$ cat src/pmac_defines.vh
`ifndef PMAC_DEFINES_VH
`define PMAC_DEFINES_VH

// register byte addresses
`define PMAC_ADDR_RST_CTRL    12'h000
`define PMAC_ADDR_EVENTS      12'h004
`define PMAC_ADDR_MODE        12'h008
`define PMAC_ADDR_ENA         12'h00C
`define PMAC_ADDR_IFG         12'h010
`define PMAC_ADDR_HDX         12'h014
`define PMAC_ADDR_EVT_RAISE   12'h018

// reset control fields
`define PMAC_RST_MAC_RX       0
`define PMAC_RST_MAC_TX       1
`define PMAC_RST_PCS_RX       2
`define PMAC_RST_PCS_TX       3
`define PMAC_RST_USX_RX       4
`define PMAC_RST_USX_TX       5
`define PMAC_SPEED_LSB        8
`define PMAC_RST_CTRL_RESET   32'h0000003F

// speed select codes
`define PMAC_SPD_10           3'h0
`define PMAC_SPD_100          3'h1
`define PMAC_SPD_1000         3'h2
`define PMAC_SPD_NOCLK        3'h3
`define PMAC_SPD_USX2500      3'h6

// mode register
`define PMAC_MODE_FDX         0
`define PMAC_MODE_GIGA        4
`define PMAC_MODE_RESET       32'h00000001

// enable register
`define PMAC_ENA_RX           0
`define PMAC_ENA_TX           4

// gap register fields
`define PMAC_IFG_RX1_LSB      0
`define PMAC_IFG_RX2_LSB      8
`define PMAC_IFG_TX_LSB       16
`define PMAC_IFG_RESET        32'h000C0505

// half duplex register fields
`define PMAC_HDX_RETRY        0
`define PMAC_HDX_SEED_LOAD    1
`define PMAC_HDX_LATE_LSB     8
`define PMAC_HDX_SEED_LSB     16
`define PMAC_HDX_RESET        32'h00000000

// late collision base byte
`define PMAC_LATE_COL_BASE    8'h38

`endif

$ cat src/pmac_port_ctrl.v
// Our own choices: the APB register port and the register addresses.
`timescale 1ns/10ps
`include "pmac_defines.vh"

module pmac_port_ctrl #(
	parameter MAX_ATTEMPTS = 16
)(
	input  wire        REF_CLK,
	input  wire        RST_B,
	input  wire        CLK_EN,
	input  wire        PSEL,
	input  wire        PENABLE,
	input  wire        PWRITE,
	input  wire [11:0] PADDR,
	input  wire [31:0] PWDATA,
	output wire        PREADY,
	output wire        PSLVERR,
	output reg  [31:0] PRDATA,
	input  wire [7:0]  EVENT_IN,
	input  wire        CRS_IN,
	input  wire        RX_FRAME_ACTIVE,
	input  wire        RX_DATA_VALID,
	input  wire        TX_FRAME_ACTIVE,
	input  wire        TX_COLLISION,
	input  wire [7:0]  TX_BYTE_COUNT,
	output wire [5:0]  PATH_RESET,
	output reg  [2:0]  SPEED_SEL,
	output reg         CLOCK_STOP,
	output reg         SPEED_VALID,
	output reg         FULL_DUPLEX,
	output reg         GIGA_MODE,
	output reg         RX_ACCEPT,
	output reg         RX_ABORT,
	output reg         TX_DEQUEUE_EN,
	output reg  [7:0]  TX_GAP_LEN,
	output reg         TX_GAP_DONE,
	output reg         TX_RETRANSMIT,
	output reg         TX_DROP,
	output reg  [15:0] BACKOFF_RAND,
	output reg         EVENT_IRQ
);

	// reset release, synchronised
	reg rst_meta_ff;
	reg rst_sync_ff;
	always @(posedge REF_CLK or negedge RST_B)
	begin
		if (!RST_B)
		begin
			rst_meta_ff <= 1'b0;
			rst_sync_ff <= 1'b0;
		end
		else
		begin
			rst_meta_ff <= 1'b1;
			rst_sync_ff <= rst_meta_ff;
		end
	end
	wire rst_n = rst_sync_ff;

	// event and carrier pins pass two flops before any logic looks at them
	reg [7:0] evt_meta_ff, evt_sync_ff;
	reg       crs_meta_ff, crs_sync_ff;
	always @(posedge REF_CLK or negedge rst_n)
	begin
		if (!rst_n)
		begin
			evt_meta_ff <= 8'h00;
			evt_sync_ff <= 8'h00;
			crs_meta_ff <= 1'b0;
			crs_sync_ff <= 1'b0;
		end
		else if (CLK_EN)
		begin
			evt_meta_ff <= EVENT_IN;
			evt_sync_ff <= evt_meta_ff;
			crs_meta_ff <= CRS_IN;
			crs_sync_ff <= crs_meta_ff;
		end
	end

	// registers
	reg [5:0]  rst_bits_ff;
	reg [2:0]  speed_ff;
	reg [7:0]  events_ff;
	reg [7:0]  evt_prev_ff;
	reg        fdx_ff, giga_ff;
	reg        receive_path_enable_ff, transmit_path_enable_ff;
	reg [7:0]  ifg1_ff, ifg2_ff, txifg_ff;
	reg        retry_ff;
	reg [7:0]  late_ff;
	reg [15:0] seed_ff;
	reg        seed_load_ff;

	wire wr_en = PSEL & PENABLE & PWRITE & CLK_EN;
	wire rd_ok;
	assign PREADY  = 1'b1;
	assign PSLVERR = PSEL & PENABLE & ~rd_ok;
	assign PATH_RESET = rst_bits_ff;

	// address decode for the error answer; the read mux decodes on its own
	function addr_known;
		input [11:0] a;
		begin
			addr_known = (a == `PMAC_ADDR_RST_CTRL) | (a == `PMAC_ADDR_EVENTS) |
				(a == `PMAC_ADDR_MODE) | (a == `PMAC_ADDR_ENA) |
				(a == `PMAC_ADDR_IFG) | (a == `PMAC_ADDR_HDX) |
				(a == `PMAC_ADDR_EVT_RAISE);
		end
	endfunction
	assign rd_ok = addr_known(PADDR);

	// rising edge of each synchronised event
	wire [7:0] evt_rise = evt_sync_ff & ~evt_prev_ff;
	wire       evt_clr_wr = wr_en & (PADDR == `PMAC_ADDR_EVENTS);
	wire       evt_set_wr = wr_en & (PADDR == `PMAC_ADDR_EVT_RAISE);
	reg  [7:0] nxt_events;
	always @*
	begin
		nxt_events = events_ff;
		if (evt_clr_wr)
			nxt_events = nxt_events & ~PWDATA[7:0];
		// set wins over a simultaneous clear
		nxt_events = nxt_events | evt_rise;
		if (evt_set_wr)
			nxt_events = nxt_events | PWDATA[7:0];
	end

	// register writes
	always @(posedge REF_CLK or negedge rst_n)
	begin
		if (!rst_n)
		begin
			rst_bits_ff  <= 6'h3F;
			speed_ff     <= `PMAC_SPD_10;
			events_ff    <= 8'h00;
			evt_prev_ff  <= 8'h00;
			fdx_ff       <= 1'b1;
			giga_ff      <= 1'b0;
			receive_path_enable_ff    <= 1'b0;
			transmit_path_enable_ff    <= 1'b0;
			ifg1_ff      <= 8'h05;
			ifg2_ff      <= 8'h05;
			txifg_ff     <= 8'h0C;
			retry_ff     <= 1'b0;
			late_ff      <= 8'h00;
			seed_ff      <= 16'h0000;
			seed_load_ff <= 1'b0;
		end
		else if (CLK_EN)
		begin
			evt_prev_ff  <= evt_sync_ff;
			events_ff    <= nxt_events;
			seed_load_ff <= 1'b0;
			if (wr_en)
			begin
				case (PADDR)
				`PMAC_ADDR_RST_CTRL:
				begin
					// all six set or cleared in one write
					rst_bits_ff <= PWDATA[5:0];
					speed_ff    <= PWDATA[`PMAC_SPEED_LSB +: 3];
				end
				`PMAC_ADDR_MODE:
				begin
					fdx_ff  <= PWDATA[`PMAC_MODE_FDX];
					// gigabit refused unless full duplex is written with it
					giga_ff <= PWDATA[`PMAC_MODE_GIGA] & PWDATA[`PMAC_MODE_FDX];
				end
				`PMAC_ADDR_ENA:
				begin
					receive_path_enable_ff <= PWDATA[`PMAC_ENA_RX];
					transmit_path_enable_ff <= PWDATA[`PMAC_ENA_TX];
				end
				`PMAC_ADDR_IFG:
				begin
					ifg1_ff  <= PWDATA[`PMAC_IFG_RX1_LSB +: 8];
					ifg2_ff  <= PWDATA[`PMAC_IFG_RX2_LSB +: 8];
					txifg_ff <= PWDATA[`PMAC_IFG_TX_LSB +: 8];
				end
				`PMAC_ADDR_HDX:
				begin
					retry_ff     <= PWDATA[`PMAC_HDX_RETRY];
					seed_load_ff <= PWDATA[`PMAC_HDX_SEED_LOAD];
					late_ff      <= PWDATA[`PMAC_HDX_LATE_LSB +: 8];
					seed_ff      <= PWDATA[`PMAC_HDX_SEED_LSB +: 16];
				end
				default:
				begin
					seed_load_ff <= 1'b0;
				end
				endcase
			end
		end
	end

	// read mux, registered data out
	always @(posedge REF_CLK or negedge rst_n)
	begin
		if (!rst_n)
			PRDATA <= 32'h00000000;
		else if (CLK_EN && PSEL && !PENABLE && !PWRITE)
		begin
			case (PADDR)
			`PMAC_ADDR_RST_CTRL: PRDATA <= {21'h00000, speed_ff, 2'h0, rst_bits_ff};
			`PMAC_ADDR_EVENTS:   PRDATA <= {24'h000000, events_ff};
			`PMAC_ADDR_MODE:     PRDATA <= {27'h000000, giga_ff, 3'h0, fdx_ff};
			`PMAC_ADDR_ENA:      PRDATA <= {27'h000000, transmit_path_enable_ff, 3'h0, receive_path_enable_ff};
			`PMAC_ADDR_IFG:      PRDATA <= {8'h00, txifg_ff, ifg2_ff, ifg1_ff};
			`PMAC_ADDR_HDX:      PRDATA <= {seed_ff, late_ff, 7'h00, retry_ff};
			default:             PRDATA <= 32'h00000000;
			endcase
		end
	end

	// speed and mode decode; half duplex legal only below gigabit
	wire hdx_active = ~fdx_ff & ~giga_ff & ((speed_ff == `PMAC_SPD_10) | (speed_ff == `PMAC_SPD_100));
	always @(posedge REF_CLK or negedge rst_n)
	begin
		if (!rst_n)
		begin
			SPEED_SEL   <= `PMAC_SPD_10;
			CLOCK_STOP  <= 1'b0;
			SPEED_VALID <= 1'b1;
			FULL_DUPLEX <= 1'b1;
			GIGA_MODE   <= 1'b0;
			TX_GAP_LEN  <= 8'h0C;
			EVENT_IRQ   <= 1'b0;
		end
		else if (CLK_EN)
		begin
			SPEED_SEL   <= speed_ff;
			CLOCK_STOP  <= (speed_ff == `PMAC_SPD_NOCLK);
			SPEED_VALID <= (speed_ff <= `PMAC_SPD_1000) | (speed_ff == `PMAC_SPD_USX2500);
			FULL_DUPLEX <= ~hdx_active;
			GIGA_MODE   <= giga_ff;
			TX_GAP_LEN  <= txifg_ff;
			EVENT_IRQ   <= |events_ff;
		end
	end

	// receive and transmit path gating
	reg tx_busy_ff;
	always @(posedge REF_CLK or negedge rst_n)
	begin
		if (!rst_n)
		begin
			RX_ACCEPT     <= 1'b0;
			RX_ABORT      <= 1'b0;
			TX_DEQUEUE_EN <= 1'b0;
			tx_busy_ff    <= 1'b0;
		end
		else if (CLK_EN)
		begin
			// receive off or held in reset drops the frame at once
			RX_ACCEPT <= receive_path_enable_ff & ~rst_bits_ff[`PMAC_RST_MAC_RX];
			RX_ABORT  <= RX_FRAME_ACTIVE & (~receive_path_enable_ff | rst_bits_ff[`PMAC_RST_MAC_RX] |
				(RX_DATA_VALID & ~RX_ACCEPT));
			tx_busy_ff <= TX_FRAME_ACTIVE;
			// only the next dequeue is held; a frame in flight completes
			TX_DEQUEUE_EN <= transmit_path_enable_ff & ~rst_bits_ff[`PMAC_RST_MAC_TX];
		end
	end

	// back-off randomizer: galois lfsr, seed loaded on request
	always @(posedge REF_CLK or negedge rst_n)
	begin
		if (!rst_n)
			BACKOFF_RAND <= 16'h0001;
		else if (CLK_EN)
		begin
			if (seed_load_ff)
				BACKOFF_RAND <= seed_ff;
			else if (BACKOFF_RAND == 16'h0000)
				BACKOFF_RAND <= 16'h0001; // never lock up at zero
			else
				BACKOFF_RAND <= {1'b0, BACKOFF_RAND[15:1]} ^ (BACKOFF_RAND[0] ? 16'hB400 : 16'h0000);
		end
	end

	// collision handling: border at byte 56 + field
	wire [8:0] late_border = {1'b0, `PMAC_LATE_COL_BASE} + {1'b0, late_ff};
	wire       early_col   = ({1'b0, TX_BYTE_COUNT} < late_border);
	reg  [4:0] attempts_ff;
	wire       excess      = (attempts_ff >= MAX_ATTEMPTS - 1);
	always @(posedge REF_CLK or negedge rst_n)
	begin
		if (!rst_n)
		begin
			TX_RETRANSMIT <= 1'b0;
			TX_DROP       <= 1'b0;
			attempts_ff   <= 5'h00;
		end
		else if (CLK_EN)
		begin
			TX_RETRANSMIT <= 1'b0;
			TX_DROP       <= 1'b0;
			if (!TX_FRAME_ACTIVE && tx_busy_ff && !TX_COLLISION)
				attempts_ff <= 5'h00;
			else if (TX_COLLISION && hdx_active)
			begin
				if (!early_col)
				begin
					TX_DROP     <= 1'b1;
					attempts_ff <= 5'h00;
				end
				else if (excess)
				begin
					// retry option restarts the back-off sequence
					TX_RETRANSMIT <= retry_ff;
					TX_DROP       <= ~retry_ff;
					attempts_ff   <= 5'h00;
				end
				else
				begin
					TX_RETRANSMIT <= 1'b1;
					attempts_ff   <= attempts_ff + 5'h01;
				end
			end
		end
	end

	// rx-to-tx gap timer, two parts
	localparam GAP_IDLE = 2'h0;
	localparam GAP_ONE  = 2'h1;
	localparam GAP_TWO  = 2'h2;
	localparam GAP_DONE = 2'h3;
	reg [1:0] gap_st_ff;
	reg [7:0] gap_cnt_ff;
	reg       crs_prev_ff;
	always @(posedge REF_CLK or negedge rst_n)
	begin
		if (!rst_n)
		begin
			gap_st_ff   <= GAP_DONE;
			gap_cnt_ff  <= 8'h00;
			crs_prev_ff <= 1'b0;
			TX_GAP_DONE <= 1'b1;
		end
		else if (CLK_EN)
		begin
			crs_prev_ff <= crs_sync_ff;
			case (gap_st_ff)
			GAP_IDLE:
			begin
				TX_GAP_DONE <= 1'b0;
				if (!crs_sync_ff)
				begin
					gap_st_ff  <= GAP_ONE;
					gap_cnt_ff <= 8'h00;
				end
			end
			GAP_ONE:
			begin
				// noisy carrier restarts the first part
				if (crs_sync_ff != crs_prev_ff)
					gap_cnt_ff <= 8'h00;
				else if (gap_cnt_ff + 8'h01 >= ifg1_ff)
				begin
					gap_st_ff  <= GAP_TWO;
					gap_cnt_ff <= 8'h00;
				end
				else
					gap_cnt_ff <= gap_cnt_ff + 8'h01;
			end
			GAP_TWO:
			begin
				// carrier ignored here; gap always completes
				if (gap_cnt_ff + 8'h01 >= ifg2_ff)
				begin
					gap_st_ff   <= GAP_DONE;
					TX_GAP_DONE <= 1'b1;
				end
				else
					gap_cnt_ff <= gap_cnt_ff + 8'h01;
			end
			GAP_DONE:
			begin
				TX_GAP_DONE <= 1'b1;
				if (crs_sync_ff && hdx_active)
				begin
					gap_st_ff   <= GAP_IDLE;
					TX_GAP_DONE <= 1'b0;
				end
			end
			default:
				gap_st_ff <= GAP_DONE;
			endcase
		end
	end

endmodule

$ cat config.mk
export PLATFORM = sky130hd
export DESIGN_NAME = pmac_port_ctrl
export DESIGN_NICKNAME = d
export VERILOG_FILES = /design/src/pmac_port_ctrl.v
export VERILOG_INCLUDE_DIRS = /design/src
export SDC_FILE = /design/constraint.sdc
export NUM_CORES = 1
export LEC_CHECK = 0
export BUFFER_PORTS_ARGS = -buffer_cell sky130_fd_sc_hd__buf_2
export CAP_MARGIN = 15
export CORE_MARGIN = 3
export CORE_UTILIZATION = 39
export DETAILED_ROUTE_END_ITERATION = 12
export SLEW_MARGIN = 20
export SYNTH_ARGS = -nofsm -noshare
export SYNTH_HDL_FRONTEND = slang
export SYNTH_SLANG_ARGS = --single-unit
$ cat constraint.sdc
create_clock -name REF_CLK -period 9.8 [get_ports REF_CLK]
set_clock_uncertainty 0.15 [all_clocks]
set_input_delay 1.96 -clock REF_CLK [delete_from_list [all_inputs] [get_ports REF_CLK]]
set_output_delay 1.96 -clock REF_CLK [all_outputs]
set_load 0.01 [all_outputs]
==> flow_metrics.env, run 1 <==
export IMPL_run_status="completed"
export IMPL_synthSimpleGateAreaFrac_pct=10.93
export IMPL_drt_pass1_iterations=4
export IMPL_worstSkewPairLatency_ns=0.43
export IMPL_relSlewSlack_pct=35.36
export IMPL_maxCapViolCount=0
export IMPL_final_common_cell="dfrtp_1"
export IMPL_nets=1044
export IMPL_synthDistinctLibCells=57
export IMPL_grt_pass1_vias=6249
export IMPL_cts_resized=0
export IMPL_grt_max_degree=66
export IMPL_numPortBuffers=147
export IMPL_vias=6408
export IMPL_cpLargestDelayFamily="simple AND/OR/NAND/NOR gates"
export IMPL_synth_area_per_cell_um2=10.77
export IMPL_min_delay_path_class="flop to flop"
export IMPL_p_per_area_mw_per_mm2=167.6
export IMPL_grt_pass1_wl_mm=34.05
export IMPL_layout_common_cells="164 x dfrtp_1, 146 x buf_2, 111 x nand2_1"
export IMPL_ys_async_sr_fraction_pct=100.0
export IMPL_min_to="rst_n$_DFF_PN0_"
export IMPL_cp_num_buf_inv=2
export IMPL_multi_input_area_mm2=0.003679
export IMPL_clk_path_buf_depth=2
export IMPL_wl_mm=21.13
export IMPL_dpl_hpwl_mm=15.06
export IMPL_critical_path_arrival_ns=3.00
export IMPL_fin_crit_sh_pct=52.15
export IMPL_worstPathCellList="buf_2 > nor4_2 > and3_1 > a21oi_1 > buf_2"
export IMPL_synth_compound_area_share_pct=11.91
export IMPL_vias_per_cell=5.197
export IMPL_h_tree_depth=4
export IMPL_timing_rr_start="gap_cnt_ff[0]$_DFFE_PN0P_"
export IMPL_start_util_pct=39.74
export IMPL_seq_area_mm2=0.004684
export IMPL_post_cts_setup_buffer_count=0
export IMPL_drt_iter0_drc=295
export IMPL_drc=0
export IMPL_ios=149
export IMPL_synthAdderAreaFrac_pct=4.746
export IMPL_whs_ns=0.1986
export IMPL_chipWidth_um=155.4
export IMPL_gp_congestion=0.7895
export IMPL_worstPathMaxFanout=8
export IMPL_fin_tns_setup_ns=0
export IMPL_crit_path_start_kind="input pin"
export IMPL_synth_area_leaders="dfrtp_1 47%, mux2_2 10%, dfstp_2 6.3%, nand2_1 4.8%, ha_1 4.7%"
export IMPL_area_growth_pct=18.32
export IMPL_cp_end_kind="output port"
export IMPL_yosys_warnings=0
export IMPL_netlist_area_mm2=0.008700
export IMPL_synth_edf_count=0
export IMPL_antenna_found_initial=1
export IMPL_hold_buffers=0
export IMPL_worstHoldStart="rst_meta_ff$_DFF_PN0_"
export IMPL_reg2reg_depth=10
export IMPL_r2r_end="gap_cnt_ff[5]$_DFFE_PN0P_"
export IMPL_synth_top_cell_area_share_pct=47.46
export IMPL_num_antenna_cells=0
export IMPL_cts_tree="yes"
export IMPL_cpMostUsedCell="buf_2"
export IMPL_gr_total_overflow=0
export IMPL_cellLeakagePower_nw=4.982
export IMPL_peakVddDrop_uv=114.1
export IMPL_cpPeakStageDelay_ns=0.37
export IMPL_layout_drive_gt1_share_pct=31.16
export IMPL_setup_violations=0
export IMPL_yosysTopAreaCell="dfrtp_1"
export IMPL_synth_xor_area_share_pct=1.208
export IMPL_yosys_most_used_dff="dfrtp_1"
export IMPL_worst_ep_required_time_ns=7.69
export IMPL_finalHoldViolCount=0
export IMPL_cts_sinks=186
export IMPL_dieArea_mm2=0.02414
export IMPL_clk_pin_slew_worst_paths_ns=0.07
export IMPL_yosys_mux_area_fraction_pct=13.27
export IMPL_synth_top_family_by_area="multiplexers"
export IMPL_critPathLaunch="PADDR[11]"
export IMPL_max_freq_mhz=195.7
export IMPL_die_h_um=155.4
export IMPL_syn_inst=808
export IMPL_rows=54
export IMPL_fillers=2086
export IMPL_slew_viol_final=0
export IMPL_hold_depth=0
export IMPL_slowest_stage="and3_1"
export IMPL_rsz0062_at_grt="no"
export IMPL_grt_total_usage_pct=17.69
export IMPL_ys_seq_area_share_pct=53.80
export IMPL_period_needed_ns=5.111
export IMPL_synth_seq_cells=186
export IMPL_ant_nets=0
export IMPL_cts_buffers=17
export IMPL_reg2reg_slack_ns=6.62
export IMPL_core_area_mm2=0.02189
export IMPL_cts_root_buf="clkbuf_16"
export IMPL_crit_type="input pin to output port"
export IMPL_worstMarginPinSlew_ns=0.9685
export IMPL_avgRoutedWirePerCell_um=17.14
Yosys cell counts (2+ instances only):
cell,count
nor2b_1,4
and3_1,6
or3_1,3
mux2i_1,22
and2_1,4
mux2_2,81
nand4_1,3
a21o_1,2
nor4_1,10
a21oi_1,30
o21ai_0,77
xnor2_1,6
clkbuf_1,27
o2bb2ai_1,2
a32o_1,2
o31ai_1,5
xor2_1,6
o211ai_1,6
ha_1,33
o21a_1,2
buf_1,6
a22oi_1,15
a221o_1,8
buf_2,8
nand2_1,111
nor2_1,45
a211oi_1,4
nor4b_1,2
nor3_1,5
dfrtp_1,165
dfstp_2,21
inv_1,46
nand2b_1,3
nand3_1,11
a31oi_1,5
cell type report:
type,count,area share [%]
tap,280,3.403
timing repair buffer,155,7.755
multi-input combinational,534,35.74
inverter,46,1.677
clock buffer,17,4.133
sequential,186,45.51
clock inverter,15,1.787
cell families after synthesis:
logic type,count (synthesis)
buffers and inverters,89
AND/OR/NAND/NOR,214
adder cells (fa/ha/maj),33
AO/OA/AOI/OAI,169
other,1
multiplexers,104
flip-flops,186
XOR/XNOR,12
routing by layer:
metal | up-vias | GRT usage (%) | routed length [µm]
met2 | 134 | 27.65 | 9683
met5 | - | 0 | 20
met1 | 3154 | 24.86 | 9999
li1 | 3097 | - | -
met4 | 2 | 4.460 | 280
met3 | 21 | 4.312 | 1148
report_power, final:
part           switching, mW  internal [mW]  total (mW)
registers             0.0455          0.808       0.854
logic                 0.0894         0.0706       0.160
clock network          0.325          0.387       0.712
total                  0.460           1.27        1.73
state kept, by name (all words and copies together) (netlist names), 2 cells and up:
signal,cells
BACKOFF_RAND,16
PATH_RESET,6
PRDATA,32
SPEED_SEL,3
TX_GAP_LEN,8
attempts_ff,5
events_ff,8
evt_meta_ff,8
evt_prev_ff,8
evt_sync_ff,8
gap_cnt_ff,8
gap_st_ff,2
ifg1_ff,8
ifg2_ff,8
late_ff,8
seed_ff,16
speed_ff,3
txifg_ff,8
metrics by stage:
stage	power, mW	utilization (%)	instance area [µm²]	setup slack [ns]	std cells
2_1_floorplan	0.9563	-	8703	4.120	809
3_3_place_gp	1.025	44.24	9684	4.740	1201
3_5_place_dp	1.029	44.24	9684	4.679	1201
4_1_cts	1.744	47.02	10290	4.677	1233
5_1_grt	1.805	47.02	10290	4.612	1233
6_report	1.726	47.02	10290	4.689	1233
how the worst max path moves through the flow:
stage / endpoint / slack (ns) / cells past startpoint
6_report: PSLVERR / 4.69 / 5
5_1_grt: PSLVERR / 4.61 / 5
4_1_cts: PSLVERR / 4.68 / 5
3_5_place_dp: PSLVERR / 4.68 / 5
3_3_place_gp: PSLVERR / 4.74 / 5
2_1_floorplan: BACKOFF_RAND[10]$_DFFE_PN0P_ / 4.12 / 0
No activity file was read; power rests on OpenSTA's default activity.
==> inputs of run 2 (changes only) <==
Settings changed: ABC_AREA set to 1.
Clock period 9.8 ns to 4.8 ns, I/O delays scaled along.
==> flow_metrics.env, run 2 <==
export IMPL_stdcell_area_mm2=0.01081
export IMPL_max_freq_mhz=294.3
export IMPL_gp_congestion=0.8679
export IMPL_drc=0
export IMPL_regMostFlops="PRDATA"
export IMPL_intPower_mw=2.678
export IMPL_place_ws_ns=1.408
export IMPL_grt_total_usage_pct=19.23
export IMPL_synth_common_cells="383 x nand2_1, 165 x dfrtp_1, 127 x inv_1"
export IMPL_p_switching_mw=1.111
export IMPL_wl_mm=24.26
export IMPL_crit_type="input pin to output port"
export IMPL_slew_viol_final=0
export IMPL_yosys_most_used_dff="dfrtp_1"
export IMPL_synth_seq_cells=186
export IMPL_worstPathMaxFanout=9
export IMPL_post_cts_setup_buffer_count=0
export IMPL_clock_power_share_pct=37.8
export IMPL_drt_iter0_drc=509
export IMPL_power_mw=3.789
export IMPL_syn_inst=1130
export IMPL_fin_crit_sh_pct=70.80
export IMPL_reg_top3="PRDATA (32), BACKOFF_RAND (16), seed_ff (16)"
export IMPL_crit_path_start_kind="input pin"
export IMPL_cp_end_kind="output port"
export IMPL_critical_path_arrival_ns=2.29
export IMPL_dieArea_mm2=0.02571
export IMPL_h_tree_depth=4
export IMPL_rows=55
export IMPL_clk_pin_slew_worst_paths_ns=0.07
export IMPL_min_delay_path_class="input pin to async pin"
export IMPL_whs_ns=0.1448
export IMPL_grt_pass1_wl_mm=39.85
export IMPL_synth_most_common_cell="nand2_1"
export IMPL_gr_total_overflow=0
export IMPL_final_common_cell="nand2_1"
export IMPL_fin_util_pct=46.89
export IMPL_p_sw_share_pct=29.33
export IMPL_clk_path_buf_depth=2
export IMPL_maxCapViolCount=0
export IMPL_largest_reg_flops=32
export IMPL_synth_area_leaders="dfrtp_1 44%, nand2_1 15%, dfstp_2 5.9%, inv_1 5.1%, ha_1 4.4%"
export IMPL_power_frac_seq_pct=46.4
export IMPL_layout_drive_gt1_share_pct=19.70
export IMPL_ant_nets=0
export IMPL_worst_ep_required_time_ns=3.69
export IMPL_core_area_mm2=0.02305
export IMPL_drt_pass1_iterations=6
export IMPL_worstMarginPinSlew_ns=0.7889
export IMPL_finalHoldViolCount=0
export IMPL_hold_buffers=0
export IMPL_p_per_area_mw_per_mm2=350.5
export IMPL_ios=149
export IMPL_setup_violations=0
export IMPL_cts_tree="yes"
export IMPL_fin_tns_setup_ns=0
export IMPL_antenna_found_initial=2
export IMPL_chipWidth_um=160.4
export IMPL_synth_top_cell_area_share_pct=44.44
export IMPL_synthDistinctLibCells=47
export IMPL_yosys_warnings=0
export IMPL_period_needed_ns=3.398
export IMPL_layout_common_cells="383 x nand2_1, 164 x dfrtp_1, 146 x buf_2"
export IMPL_vias_per_cell=4.826
export IMPL_nets=1360
export IMPL_die_h_um=160.4
export IMPL_num_antenna_cells=0
export IMPL_rsz0062_at_grt="no"
export IMPL_cellLeakagePower_nw=5.643
export IMPL_dpl_cell_area_mm2=0.01022
export IMPL_dpl_hpwl_mm=17.34
export IMPL_grt_pass1_vias=7535
export IMPL_peakVddDrop_uv=216.1
export IMPL_yosysTopAreaCell="dfrtp_1"
export IMPL_start_util_pct=40.30
export IMPL_relSlewSlack_pct=47.33
export IMPL_fin_ws_ns=1.402
export IMPL_cts_buffers=17
export IMPL_combPwrFrac_pct=15.8
export IMPL_place_inst=1550
export IMPL_worstSkewPairLatency_ns=0.43
export IMPL_synth_area_per_cell_um2=8.222
export IMPL_netlist_area_mm2=0.009291
export IMPL_ys_seq_area_share_pct=50.38
export IMPL_stdcell_count=1582
export IMPL_grt_max_degree=138
export IMPL_ys_async_sr_fraction_pct=100.0
export IMPL_cts_root_buf="clkbuf_16"
export IMPL_cts_resized=0
export IMPL_vias=7634
export IMPL_avgRoutedWirePerCell_um=15.33
export IMPL_run_status="completed"
export IMPL_cts_sinks=186
export IMPL_area_growth_pct=16.35
export IMPL_synth_edf_count=0
export IMPL_numPortBuffers=147
[run 2: kinds of logic (layout without fill, tap and decap cells)]
kind of cell | Yosys count | count (layout) | share of synthesized area, %
other | 1 | 2 | 0.04036
buffers and inverters | 179 | 317 | 8.241
AND/OR/NAND/NOR | 552 | 552 | 25.07
XOR/XNOR | 10 | 10 | 0.9426
AO/OA/AOI/OAI | 169 | 169 | 10.88
flip-flops | 186 | 186 | 50.38
adder cells (fa/ha/maj) | 33 | 33 | 4.444
[run 2: layout make-up]
cell class                 instances  area [µm²]
clock inverter                    12       138.9
tap                              313       391.6
fill                            2271       12240
timing repair buffer             151       780.7
inverter                         134       513.0
multi-input combinational        766        3855
clock buffer                      20       446.7
sequential                       186        4684
[run 2: power groups by stage]
stage               sequential [mW]  combinational, mW  clock, mW
floorplan                      1.80              0.370          0
global placement               1.79              0.595          0
detailed placement             1.79              0.600          0
CTS                            1.76              0.604       1.47
global route                   1.77              0.696       1.54
finish                         1.76              0.598       1.43
[run 2: path summary, 6_finish.rpt]
check,startpoint,endpoint,slack (ns),cells after the start
max in group asynchronous,rst_n$_DFF_PN0_,giga_ff$_DFFE_PN0P_,3.07,1
worst min register to register,rst_n$_DFF_PN0_,PRDATA[14]$_DFFE_PN0P_,0.21,0
min in group REF_CLK,rst_meta_ff$_DFF_PN0_,rst_n$_DFF_PN0_,0.21,0
worst max register to register,gap_cnt_ff[0]$_DFFE_PN0P_,gap_cnt_ff[1]$_DFFE_PN0P_,2.04,14
worst max-delay path,PADDR[11],PSLVERR,1.40,7
worst min-delay path,RST_B,rst_n$_DFF_PN0_,0.14,1
[run 2: metal layers]
layer / track usage [%] / share of wire, %
met1: 26.90 / 48
met2: 30.50 / 46
met3: 4.101 / 5.0
met4: 5.089 / 1.1
met5: 0 / 0.087
[run 2: worst max-delay path: stages]
cell	delay (ns)
buf_2	0.10
nor2_1	0.10
nand3_1	0.19
nor3_1	0.26
and2_1	0.42
nor3_1	0.10
buf_2	0.16
==> inputs of run 3 (changes only) <==
Settings changed: ABC_AREA 1 to 0.
Clock period 4.8 ns to 3.4 ns, I/O delays scaled along.
==> flow_metrics.env, run 3 (synthesized netlist as in run 1, its figures left out) <==
export IMPL_min_delay_path_class="flop to flop"
export IMPL_dpl_hpwl_mm=15.17
export IMPL_num_antenna_cells=0
export IMPL_start_util_pct=39.74
export IMPL_rows=54
export IMPL_finalHoldViolCount=0
export IMPL_place_inst=1208
export IMPL_clk_pin_slew_worst_paths_ns=0.08
export IMPL_grt_pass1_vias=6354
export IMPL_fin_util_pct=47.38
export IMPL_place_ws_ns=0.3613
export IMPL_critical_path_arrival_ns=3.24
export IMPL_worstMarginPinSlew_ns=0.8846
export IMPL_cellLeakagePower_nw=5.018
export IMPL_crit_type="flop to flop"
export IMPL_nets=1052
export IMPL_gr_total_overflow=0
export IMPL_grt_total_usage_pct=17.84
export IMPL_fin_tns_setup_ns=0
export IMPL_stdcell_area_mm2=0.01037
export IMPL_avgRoutedWirePerCell_um=17.00
export IMPL_post_cts_setup_buffer_count=0
export IMPL_maxCapViolCount=0
export IMPL_power_frac_seq_pct=49.6
export IMPL_gp_congestion=0.8302
export IMPL_largest_reg_flops=32
export IMPL_intPower_mw=3.595
export IMPL_reg2reg_slack_ns=0.35
export IMPL_fillers=2045
export IMPL_rsz0062_at_grt="no"
export IMPL_wl_mm=21.10
export IMPL_regMostFlops="PRDATA"
export IMPL_relSlewSlack_pct=41.03
export IMPL_stdcell_count=1241
export IMPL_vias_per_cell=5.112
export IMPL_slowest_stage="dfrtp_1"
export IMPL_worstPathCellList="ha_1 > nand3_1 > nor2_1 > xor2_1 > ha_1 > a21o_1 > a211oi_1 > o211a_1 > o21ai_0 > o211ai_1"
export IMPL_layout_common_cells="164 x dfrtp_1, 146 x buf_2, 111 x nand2_1"
export IMPL_fin_ws_ns=0.3528
export IMPL_die_h_um=155.4
export IMPL_run_status="completed"
export IMPL_cpMostUsedCell="ha_1"
export IMPL_ios=149
export IMPL_grt_pass1_wl_mm=34.20
export IMPL_period_needed_ns=3.047
export IMPL_antenna_found_initial=0
export IMPL_cts_root_buf="clkbuf_16"
export IMPL_core_area_mm2=0.02189
export IMPL_fin_crit_sh_pct=89.62
export IMPL_whs_ns=0.1974
export IMPL_ant_nets=0
export IMPL_peakVddDrop_uv=330.2
export IMPL_layout_drive_gt1_share_pct=31.63
export IMPL_chipWidth_um=155.4
export IMPL_worstPathMaxFanout=7
export IMPL_area_growth_pct=19.23
export IMPL_grt_max_degree=62
export IMPL_worst_ep_required_time_ns=3.60
export IMPL_p_sw_share_pct=27.43
export IMPL_vias=6344
export IMPL_h_tree_depth=4
export IMPL_dieArea_mm2=0.02414
export IMPL_cts_buffers=17
export IMPL_hold_buffers=1
export IMPL_drt_iter0_drc=291
export IMPL_numPortBuffers=147
export IMPL_setup_violations=0
export IMPL_power_mw=4.955
export IMPL_cp_num_buf_inv=0
export IMPL_cts_tree="yes"
export IMPL_crit_path_start_kind="flop"
export IMPL_final_common_cell="dfrtp_1"
export IMPL_cts_resized=0
export IMPL_slew_viol_final=0
export IMPL_drc=0
export IMPL_reg_top3="PRDATA (32), BACKOFF_RAND (16), seed_ff (16)"
export IMPL_cpPeakStageDelay_ns=0.44
export IMPL_p_switching_mw=1.359
export IMPL_combPwrFrac_pct=9.4
export IMPL_p_per_area_mw_per_mm2=477.7
export IMPL_cp_end_kind="flop"
export IMPL_cpLargestDelayFamily="compound AO/OA/AOI/OAI gates"
export IMPL_max_freq_mhz=328.2
export IMPL_drt_pass1_iterations=5
export IMPL_cts_sinks=186
export IMPL_dpl_cell_area_mm2=0.009762
export IMPL_clock_power_share_pct=40.9
export IMPL_clk_path_buf_depth=2
export IMPL_worstSkewPairLatency_ns=0.43
run 3: final timing paths:
kind	from	end	cells past startpoint
worst max-delay path	gap_cnt_ff[0]$_DFFE_PN0P_	gap_cnt_ff[5]$_DFFE_PN0P_	10
worst min-delay path	rst_meta_ff$_DFF_PN0_	rst_n$_DFF_PN0_	0
worst max register to register	gap_cnt_ff[0]$_DFFE_PN0P_	gap_cnt_ff[5]$_DFFE_PN0P_	10
worst min register to register	rst_meta_ff$_DFF_PN0_	rst_n$_DFF_PN0_	0
max in group asynchronous	rst_n$_DFF_PN0_	TX_GAP_DONE$_DFFE_PN1P_	1
min in group asynchronous	rst_n$_DFF_PN0_	transmit_path_enable_ff$_DFFE_PN0P_	0
run 3: layout make-up:
class	count	area [µm²]	share of cell area (%)
clock inverter	15	175.2	1.689
inverter	46	172.7	1.665
tap	280	350.3	3.378
timing repair buffer	163	885.9	8.540
sequential	186	4684	45.16
multi-input combinational	534	3679	35.46
clock buffer	17	425.4	4.101
run 3: per-layer routing:
metal,track usage (%),share of wire [%]
met5,0,0
met4,5.002,1.2
met3,3.255,3.9
met2,28.12,47
met1,25.37,48
run 3: worst register-to-register path: cells and delay by family (launching register included):
| family | cells | cell delay [ns] |
|---|---|---|
| AOI/OAI and AO/OA | 5 | 1.22 |
| DFF | 1 | 0.44 |
| xor gates and xnor gates | 1 | 0.30 |
| adders and majority gates | 2 | 0.57 |
| and+or+nand+nor | 2 | 0.29 |
run 3: power groups by stage:
stage / Combinational [mW] / Clock, mW / Sequential [mW]
finish: 0.468 / 2.03 / 2.46
global route: 0.536 / 2.17 / 2.48
CTS: 0.477 / 2.08 / 2.46
detailed placement: 0.473 / 0 / 2.50
global placement: 0.466 / 0 / 2.50
floorplan: 0.250 / 0 / 2.51
